==> config.mk <==
export PLATFORM = sky130hd
export DESIGN_NAME = idread_host
export DESIGN_NICKNAME = d
export VERILOG_FILES = /design/src/design/idread_host.v
export VERILOG_INCLUDE_DIRS = /design/src /design/src/pkg
export SDC_FILE = /design/constraint.sdc
export NUM_CORES = 1
export LEC_CHECK = 0
export BUFFER_PORTS_ARGS = -buffer_cell sky130_fd_sc_hd__buf_2
export CAP_MARGIN = 5
export CORE_ASPECT_RATIO = 2
export CORE_MARGIN = 5
export CORE_UTILIZATION = 53
export CTS_BUF_LIST = sky130_fd_sc_hd__clkbuf_8 sky130_fd_sc_hd__clkbuf_16
export CTS_CLUSTER_DIAMETER = 30
export DETAILED_ROUTE_END_ITERATION = 10
export MAX_ROUTING_LAYER = met4
export PLACE_DENSITY = 0.79
export SYNTH_ARGS = -nofsm -noshare
export SYNTH_HDL_FRONTEND = slang
export SYNTH_SLANG_ARGS = --single-unit
==> constraint.sdc <==
create_clock -name CLOCK_IN -period 4.2 [get_ports CLOCK_IN]
set_input_delay 0.42 -clock CLOCK_IN [delete_from_list [all_inputs] [get_ports CLOCK_IN]]
set_output_delay 0.42 -clock CLOCK_IN [all_outputs]
set_load 0.05 [all_outputs]
==> src/pkg/idread_map.vh <==
/*
 * Constants for the identifier readout host controller: address bit
 * positions, identifier word selects, command sequence words and timing.
 * Assumes a parallel x16 flash with a 22-bit word address.
 */
`ifndef IDREAD_MAP_VH
`define IDREAD_MAP_VH

// ==========================================================
// Identifier word selects on the four lowest address bits.
`define ID_SEL_MFR 4'h0
`define ID_SEL_DEV1 4'h1
`define ID_SEL_DEV2 4'hE
`define ID_SEL_DEV3 4'hF
`define ID_SEL_PROT 4'h2
`define ID_SEL_SECSI 4'h3

// ==========================================================
// Address and data field positions.
`define ADDR_HV_BIT 9
`define SECSI_FACTORY_BIT 7
`define SECSI_CUSTOMER_BIT 6
`define PROT_SET_WORD 16'h0001

// ==========================================================
// Identifier-mode command sequence (address, data).
`define CMD_A1 22'h000555
`define CMD_D1 16'h00AA
`define CMD_A2 22'h0002AA
`define CMD_D2 16'h0055
`define CMD_A3 22'h000555
`define CMD_D3 16'h0090
`define CMD_EXIT 16'h00F0

// ==========================================================
// Timing: bus cycle strobe width and read access, in nanoseconds.
`define T_STROBE_NS 70
`define T_ACCESS_NS 100
`define CLK_NS 50

`endif
==> src/design/idread_host.v <==
/*
 * Host controller that reads identifier words from a parallel x16 flash,
 * either with the high-voltage level on address bit nine or through the
 * in-system identifier command sequence.
 * Assumes a 20 MHz clock, an external level shifter that applies the high
 * voltage when HV_EN_OUT is high, and a data bus resolved outside.
 */
// Summary of operation
// - Command sequence enters mode without high voltage
// - Bank select on third command write
// - Sector select on high bits for protection
// - Secured-silicon poll uses bank in range
`timescale 1ns/1ps
`include "idread_map.vh"

module idread_host #(
  parameter AW = 22,
  parameter DW = 16,
  parameter [AW-1:0] SECSI_BANK = 22'h004000
) (
  // Clock, reset and enable.
  input wire CLOCK_IN,
  input wire SYS_RST_IN,
  input wire CLK_EN_IN,
  // Request from the user side.
  input wire REQ_IN,
  input wire USE_CMD_IN,
  input wire [3:0] SEL_IN,
  input wire [AW-1:0] UPPER_ADDR_IN,
  input wire EXIT_IN,
  // Answer to the user side.
  output reg BUSY_OUT,
  output reg DONE_OUT,
  output reg [DW-1:0] WORD_OUT,
  output reg PROTECTED_OUT,
  output reg FACTORY_LOCK_OUT,
  output reg CUSTOMER_LOCK_OUT,
  // Flash pins.
  output reg [AW-1:0] ADDR_OUT,
  output reg [DW-1:0] DQ_OUT,
  output reg DQ_OE_OUT,
  input wire [DW-1:0] DQ_IN,
  output reg LOWER_DIE_ENABLE_N_OUT,
  output reg OE_N_OUT,
  output reg WE_N_OUT,
  output reg HV_EN_OUT
);

  localparam [3:0] ST_IDLE = 4'h0;
  localparam [3:0] ST_WSET = 4'h1;
  localparam [3:0] ST_WSTB = 4'h2;
  localparam [3:0] ST_WREL = 4'h3;
  localparam [3:0] ST_RSET = 4'h4;
  localparam [3:0] ST_RWAIT = 4'h5;
  localparam [3:0] ST_DONE = 4'h6;
  localparam [7:0] STB_CYC = (`T_STROBE_NS + `CLK_NS - 1) / `CLK_NS;
  localparam [7:0] ACC_CYC = (`T_ACCESS_NS + `CLK_NS - 1) / `CLK_NS + 2;
  // Third command address; only its low twelve bits ride under the bank.
  localparam [AW-1:0] CMD_A3_W = `CMD_A3;
  // Last word address of the window for secured-silicon polling.
  localparam [AW-1:0] SECSI_TOP = 22'h03FFFF;

  // ==========================================================
  // Read address builder.
  // Low four bits pick the word; bits 7 and 6 low; don't-cares low.
  function [AW-1:0] rd_addr;
    input [3:0] sel;
    input [AW-1:0] upper;
    input hv;
    reg [AW-1:0] a;
    begin
      a = {upper[AW-1:12], 12'h000};
      // A bank outside the polling window is replaced by the default one.
      if (sel == `ID_SEL_SECSI &&
          (upper < SECSI_BANK || upper > SECSI_TOP))
        a = SECSI_BANK;
      a[3:0] = sel;
      a[`ADDR_HV_BIT] = hv;
      rd_addr = a;
    end
  endfunction

  reg [3:0] st_r;
  reg [7:0] cnt_r;
  reg [1:0] step_r;
  reg in_mode_r;
  reg exit_r;
  reg [3:0] sel_r;
  reg [AW-1:0] up_r;
  reg [DW-1:0] dq_s1_r;
  reg [DW-1:0] dq_s2_r;

  // Two-flop synchroniser for the data lines.
  always @(posedge CLOCK_IN or posedge SYS_RST_IN) begin
    if (SYS_RST_IN) begin
      dq_s1_r <= 16'h0000;
      dq_s2_r <= 16'h0000;
    end else if (CLK_EN_IN) begin
      dq_s1_r <= DQ_IN;
      dq_s2_r <= dq_s1_r;
    end
  end

  // ==========================================================
  // Sequencer: command writes, then an identifier read.
  always @(posedge CLOCK_IN or posedge SYS_RST_IN) begin
    if (SYS_RST_IN) begin
      st_r <= ST_IDLE;
      cnt_r <= 8'h00;
      step_r <= 2'h0;
      in_mode_r <= 1'b0;
      exit_r <= 1'b0;
      sel_r <= 4'h0;
      up_r <= 22'h000000;
      BUSY_OUT <= 1'b0;
      DONE_OUT <= 1'b0;
      WORD_OUT <= 16'h0000;
      PROTECTED_OUT <= 1'b0;
      FACTORY_LOCK_OUT <= 1'b0;
      CUSTOMER_LOCK_OUT <= 1'b0;
      ADDR_OUT <= 22'h000000;
      DQ_OUT <= 16'h0000;
      DQ_OE_OUT <= 1'b0;
      LOWER_DIE_ENABLE_N_OUT <= 1'b1;
      OE_N_OUT <= 1'b1;
      WE_N_OUT <= 1'b1;
      HV_EN_OUT <= 1'b0;
    end else if (CLK_EN_IN) begin
      DONE_OUT <= 1'b0;
      case (st_r)
        ST_IDLE: begin
          if (REQ_IN) begin
            BUSY_OUT <= 1'b1;
            sel_r <= SEL_IN;
            up_r <= UPPER_ADDR_IN;
            exit_r <= EXIT_IN;
            step_r <= 2'h0;
            if (EXIT_IN || (USE_CMD_IN && !in_mode_r))
              st_r <= ST_WSET;
            else
              st_r <= ST_RSET;
            HV_EN_OUT <= !USE_CMD_IN && !EXIT_IN;
          end
        end
        ST_WSET: begin
          // Present the address and data of the next command write.
          LOWER_DIE_ENABLE_N_OUT <= 1'b0;
          DQ_OE_OUT <= 1'b1;
          if (exit_r) begin
            ADDR_OUT <= {AW{1'b0}};
            DQ_OUT <= `CMD_EXIT;
          end else if (step_r == 2'h0) begin
            ADDR_OUT <= `CMD_A1;
            DQ_OUT <= `CMD_D1;
          end else if (step_r == 2'h1) begin
            ADDR_OUT <= `CMD_A2;
            DQ_OUT <= `CMD_D2;
          end else begin
            // Bank select rides on the upper bits of the third write.
            ADDR_OUT <= {up_r[AW-1:12], CMD_A3_W[11:0]};
            DQ_OUT <= `CMD_D3;
          end
          cnt_r <= STB_CYC;
          st_r <= ST_WSTB;
        end
        ST_WSTB: begin
          WE_N_OUT <= 1'b0;
          if (cnt_r == 8'h00)
            st_r <= ST_WREL;
          else
            cnt_r <= cnt_r - 8'h01;
        end
        ST_WREL: begin
          // Raise only the write strobe: the device latches on this edge,
          // so enable, address and data stay one more cycle for hold.
          WE_N_OUT <= 1'b1;
          if (exit_r) begin
            in_mode_r <= 1'b0;
            st_r <= ST_DONE;
          end else if (step_r == 2'h2) begin
            in_mode_r <= 1'b1;
            st_r <= ST_RSET;
          end else begin
            step_r <= step_r + 2'h1;
            st_r <= ST_WSET;
          end
        end
        ST_RSET: begin
          // Enables low, write high, identifier address applied.
          ADDR_OUT <= rd_addr(sel_r, up_r, 1'b0);
          LOWER_DIE_ENABLE_N_OUT <= 1'b0;
          OE_N_OUT <= 1'b0;
          WE_N_OUT <= 1'b1;
          DQ_OE_OUT <= 1'b0;
          cnt_r <= ACC_CYC;
          st_r <= ST_RWAIT;
        end
        ST_RWAIT: begin
          if (cnt_r == 8'h00) begin
            WORD_OUT <= dq_s2_r;
            if (sel_r == `ID_SEL_PROT)
              PROTECTED_OUT <= (dq_s2_r == `PROT_SET_WORD);
            if (sel_r == `ID_SEL_SECSI) begin
              FACTORY_LOCK_OUT <= dq_s2_r[`SECSI_FACTORY_BIT];
              CUSTOMER_LOCK_OUT <= dq_s2_r[`SECSI_CUSTOMER_BIT];
            end
            OE_N_OUT <= 1'b1;
            LOWER_DIE_ENABLE_N_OUT <= 1'b1;
            st_r <= ST_DONE;
          end else begin
            cnt_r <= cnt_r - 8'h01;
          end
        end
        ST_DONE: begin
          // Let go of the enable and the data lines held after a write.
          LOWER_DIE_ENABLE_N_OUT <= 1'b1;
          DQ_OE_OUT <= 1'b0;
          HV_EN_OUT <= 1'b0;
          BUSY_OUT <= 1'b0;
          DONE_OUT <= 1'b1;
          st_r <= ST_IDLE;
        end
        default: begin
          st_r <= ST_IDLE;
        end
      endcase
    end
  end

endmodule

### Word-level counts from Yosys, hierarchy flattened

Index checks and enable logic that the tools add are counted.

| storage, ports and cells | value |
|---|---|
| register bits after elaboration | 138 |
| input bits | 48 |
| output and inout bits | 64 |
| logic and storage cells | 115 |

| cells by class | value |
|---|---|
| add/sub/neg operators | 2 |
| magnitude comparators | 2 |
| equal/unequal tests | 17 |
| mux-type cells | 33 |
| reductions and logical operators | 39 |

Operator list:

| operator | count |
|---|---|
| 22-bit two-way mux | 4 |
| 22-bit one-hot mux with 2 select lines | 1 |
| 8-bit two-way mux | 4 |
| 4-bit one-hot mux with 6 select lines | 1 |
| 8-bit one-hot mux with 3 select lines | 1 |
| 22-bit by 18-bit greater-than comparator with 1-bit output, second input constant | 1 |
| 22-bit by 15-bit < comparator with 1-bit output, second input constant | 1 |
| 3-bit AND reduction | 7 |
| 16-bit by 1-bit == test with 1-bit output, second input constant | 1 |
| 4-bit by 2-bit == test with 1-bit output, second input constant | 4 |
| 2-bit nonzero test | 7 |
| 4-bit by 3-bit == test with 1-bit output, second input constant | 3 |
| 4-bit two-way mux | 3 |
| 2-bit inequality test, second input constant | 6 |
| 4-bit AND reduction | 3 |
| 1-bit one-hot mux with 2 select lines | 5 |
| 3-bit two-way mux | 3 |
| 8-bit logical NOT | 1 |
| 2-bit AND reduction | 4 |
| 2-bit OR reduction | 4 |
| 8-bit by 1-bit subtractor with 8-bit output, second input constant | 1 |
| 1-bit two-way mux | 6 |
| 2-bit two-way mux | 3 |
| 3-bit nonzero test | 2 |
| 12 further kinds | 17 |

### Logic depth before layout (Yosys ltp)

| depth | value |
|---|---|
| depth in word-level cells | 6 |
| mapped depth | 7 |

### Worst setup path before layout

No wires, ideal clock.

| path | value |
|---|---|
| kind | reg2reg |
| start point | register cnt_r[0] |
| end point | register WORD_OUT[0] |
| library setup time | 0.125 ns |
| arrival time | 2.102 ns |
| required time | 4.075 ns |
| setup slack | 1.973 ns |
| stages on the path, launching flop included | 7 |
| buffers on the path | 1 |
| period minus slack after synthesis | 2.227 ns |
| cell sequence | dfrtp_1 inv_1 ha_1 or3b_2 nor4_4 buf_6 mux2_2 |

| on the way | value |
|---|---|
| longest elaborated chain between the ends | 2 |

Ends and longest elaborated chain:

| what | line | source |
|---|---|---|
| start, declared | idread_host.v:84 | `reg [7:0] cnt_r;` |
| start signal, assigned | idread_host.v:171 | `cnt_r <= cnt_r - 8'h01;` |
| start signal, assigned | idread_host.v:211 | `cnt_r <= cnt_r - 8'h01;` |
| 8-bit logical NOT | idread_host.v:199 | `if (cnt_r == 8'h00) begin` |
| 3-bit AND reduction (no line) | -- |  |
| end signal, assigned | idread_host.v:200 | `WORD_OUT <= dq_s2_r;` |
| end, declared | idread_host.v:34 | `output reg [DW-1:0] WORD_OUT,` |

Every way passes these cells.
A chain may end at the register's enable or synchronous reset.

### Worst setup path in the final report

| path | value |
|---|---|
| start point | register cnt_r[0] |
| end point | register FACTORY_LOCK_OUT |

| on the way | value |
|---|---|
| longest elaborated chain between the ends | 2 |

Ends and longest elaborated chain:

| what | line | source |
|---|---|---|
| 8-bit logical NOT | idread_host.v:199 |  |
| 4-bit AND reduction (no line) | -- |  |
| end signal, assigned | idread_host.v:204 | `` FACTORY_LOCK_OUT <= dq_s2_r[`SECSI_FACTORY_BIT]; `` |
| end, declared | idread_host.v:36 | `output reg FACTORY_LOCK_OUT,` |

Every way passes these cells.

==> key figures <==
Status
  – Status: finished clean

Power
  – Internal: 2.532 mW
  – Clock Power Share: 20.1%
  – Sw frac: 44.28%
  – Pwr dens: about 800 nW/um2
  – Worst vdd ir: 0.0003843 V
  – Seq pwr share: 38.2%
  – P_sw: ~2.0 mW
  – Comb power frac: 41.7%
  – Pleak: around 2.8 nW

Timing
  – Minimum clock period: 2275 ps
  – Unrepaired setup endpoints after global routing: false
  – Final critical-path share of the clock period: 54.16%
  – Max-slew violation count: 0
  – Relative slew slack: 32.92%
  – Max Fclk: 439.6 MHz
  – Final Setup Violations: 0
  – Clk_skew: 6.207 ps
  – Least-Margin Pin Slew: a little over 1000 ps
  – Fin Setup TNS: 0 ps
  – Fin. Hold Viols: 0

Yosys
  – Post-Synthesis Cells: 393
  – Yosys reg bits: 109
  – Register area share after synthesis: 56.53%
  – Leading area contributor after synthesis: dfrtp_1
  – Synth top area cells: dfrtp_1 55%, mux2_2 16%, nand2_1 2.8%
  – Yosys top cell area share: 54.89%
  – Synth cell types: 53
  – Post-synth ARST share: 100.0%
  – Avg Inst Size Synth: 12.30 um2
  – Number of synthesized flops with an enable pin: 0
  – Mapped Area: roughly 4800 um2
  – Syn. warnings: 0
  – Dominant synthesized flop cell: dfrtp_1

Floorplan
  – Rows: 49
  – Core area: 8951 um2
  – Initial Util: 53.98%
  – Die X-Extent: 77.52 um
  – Die area: 11240 um2
  – Ports: 112
  – Die Ht: 145.0 um

Final layout
  – Commonest cells after routing, fill and taps aside: 106 x dfrtp_1, 90 x buf_2, 67 x mux2_2, 36 x nand2_1, 15 x nor2_1
  – Area growth from synthesis to layout: 15.98%
  – Final-layout fill cell count: 697
  – Nets: 526
  – Commonest non-fill, non-tap cell in the layout: dfrtp_1
  – Layout cells sized above 1: approximately two fifths
  – Utilization after layout: 62.61%

Worst setup path
  – CP Capture Point: FACTORY_LOCK_OUT
  – Critical path origin: cnt_r[0]
  – R2R depth: 7
  – CP Class: reg -> reg
  – CP max FO: 18
  – R2R Path Start: cnt_r[0]
  – Reg2reg setup slack: roughly 1900 ps
  – Crit end category: flip-flop
  – CP Data Required Time: around 4400 ps
  – Startpoint types: flip-flop
  – Worst Path Arrival: between 2000 and 3000 ps
  – Reg-to-Reg End: FACTORY_LOCK_OUT

Clock tree
  – CTS tree: built
  – Clock sink count: 109
  – Setup bufs post-CTS: 0
  – Number of H-tree levels: 3
  – Worst skew pair latency: 350 ps
  – Total CTS buffers: 9
  – Clock slew at reported path FFs: around 70 ps
  – CTS max path bufs: 2
  – Resize count post-CTS: 0
  – Root buffer cell: clkbuf_16
  – Hold Buf Count CTS: 0

Route
  – Via density: roughly 5.7
  – Antenna-violating nets left: 0
  – DRT Pass-1 Iters: 4
  – Post-DR wirelength/cell: 17.96 um
  – Wirelength, routed: 10420 um
  – Routed vias: 3300
  – Drt drc: 0
  – DRT iter0 DRCs: roughly 210

Place
  – Global placer's final weighted congestion: approximately 0.84
  – DPL Wire Length: 7593 um
  – IO buf count: 90

Worst hold path
  – Hold Path Class: in -> async

Global routing
  – GRT Util Overall: 19.82%
  – Global route overflow: 0
  – First-pass GRT wire length: about 17000 um
  – Vias in the first global route: 3520
  – Antenna violations before repair: 1
  – Largest net degree at the start of global routing: 85

Job
  – Max Cap Viol: 0
## layer usage
metal / routed length (um) / global-route usage [%] / vias up / share of wire, %
met5: 0 / - / - / 0
met3: 543 / 3.412 / 30 / 5.2
li1: - / - / 1534 / -
met1: 3720 / 21.60 / 1622 / 36
met2: 5735 / 33.49 / 114 / 55
met4: 414 / 11.02 / 0 / 4.0
## state kept, by name (all words and copies together) (netlist names), 2 cells and up
register	count
st_r	3
ADDR_OUT	16
WORD_OUT	16
cnt_r	8
sel_r	4
dq_s2_r	16
step_r	2
dq_s1_r	16
up_r	10
DQ_OUT	6
## power groups by stage
stage	registers (mW)	clock network, mW	logic [mW]
floorplan	2.27	0	0.965
global placement	1.73	0	1.86
detailed placement	1.75	0	1.90
CTS	1.73	0.932	1.91
global route	1.79	0.982	2.02
finish	1.73	0.915	1.90
## cell usage after synthesis (2+ instances only)
cell type,count
nor3_1,5
o21ai_0,13
dfrtp_1,106
nor4_1,5
a31oi_1,2
a21oi_1,12
mux2i_1,6
nor4bb_1,3
mux2_2,67
a221o_1,2
nand3_1,2
or3b_2,2
or4_1,5
buf_2,4
buf_1,3
o41ai_1,2
nand2_2,2
nand2_1,36
a22o_1,11
nor3b_1,3
ha_1,6
and2_1,2
inv_1,11
a22oi_1,4
nor2b_1,6
o211a_1,2
buf_4,16
nor4b_1,3
dfstp_2,3
clkbuf_1,12
nor2_1,15
## kinds of logic (layout without fill, tap and decap cells)
family	after synthesis	after routing	share of synthesized area (%)
fa+ha+maj	6	6	1.554
simple gates	99	99	11.50
flops	109	109	56.53
compound gates	58	58	8.338
buf+inv	47	123	5.153
mux	73	73	16.86
other cells	1	10	0.07761
## worst min path at each step
| stage | startpoint | to | cells past startpoint |
|---|---|---|---|
| 6_report | SYS_RST_IN | up_r[18] | 2 |
| 5_1_grt | UPPER_ADDR_IN[12] | up_r[12] | 2 |
| 4_1_cts | SEL_IN[1] | sel_r[1] | 2 |
| 3_3_place_gp | DQ_OUT[6] | DQ_OUT[6] | 2 |
| 3_5_place_dp | ADDR_OUT[14] | ADDR_OUT[14] | 2 |
| 2_1_floorplan | up_r[12] | ADDR_OUT[12] | 1 |
## metrics by stage
| step | instances | total power [mW] | hold slack [ps] | setup WS, ps | instance area (um2) |
|---|---|---|---|---|---|
| 2_1_floorplan | 401 | 3.235 | 460.6 | 911.0 | 4862 |
| 3_3_place_gp | 563 | 3.585 | 455.4 | 1910 | 5280 |
| 3_5_place_dp | 563 | 3.653 | 469.4 | 1785 | 5280 |
| 4_1_cts | 579 | 4.578 | 292.4 | 1911 | 5602 |
| 5_1_grt | 580 | 4.793 | 295.5 | 1755 | 5604 |
| 6_report | 580 | 4.545 | 298.1 | 1925 | 5604 |
## critical path, cell delays in order (launching register included)
cell     delay (ps)
dfrtp_1         390
inv_1           100
ha_1            180
or3b_2          530
nor4_4          230
buf_4           320
nand2_2         100
mux2_2          300
## area by class of cell
class | count | area [um2] | share of cell area (%)
inverter | 11 | 43.79 | 0.7814
clock buffer | 9 | 225.2 | 4.019
multi-input combinational | 245 | 1882 | 33.58
antenna | 1 | 2.502 | 0.04465
timing repair buffer | 96 | 495.5 | 8.841
sequential | 109 | 2731 | 48.74
tap | 102 | 127.6 | 2.277
clock inverter | 7 | 96.34 | 1.719
Power figures use the tool's default switching activity.
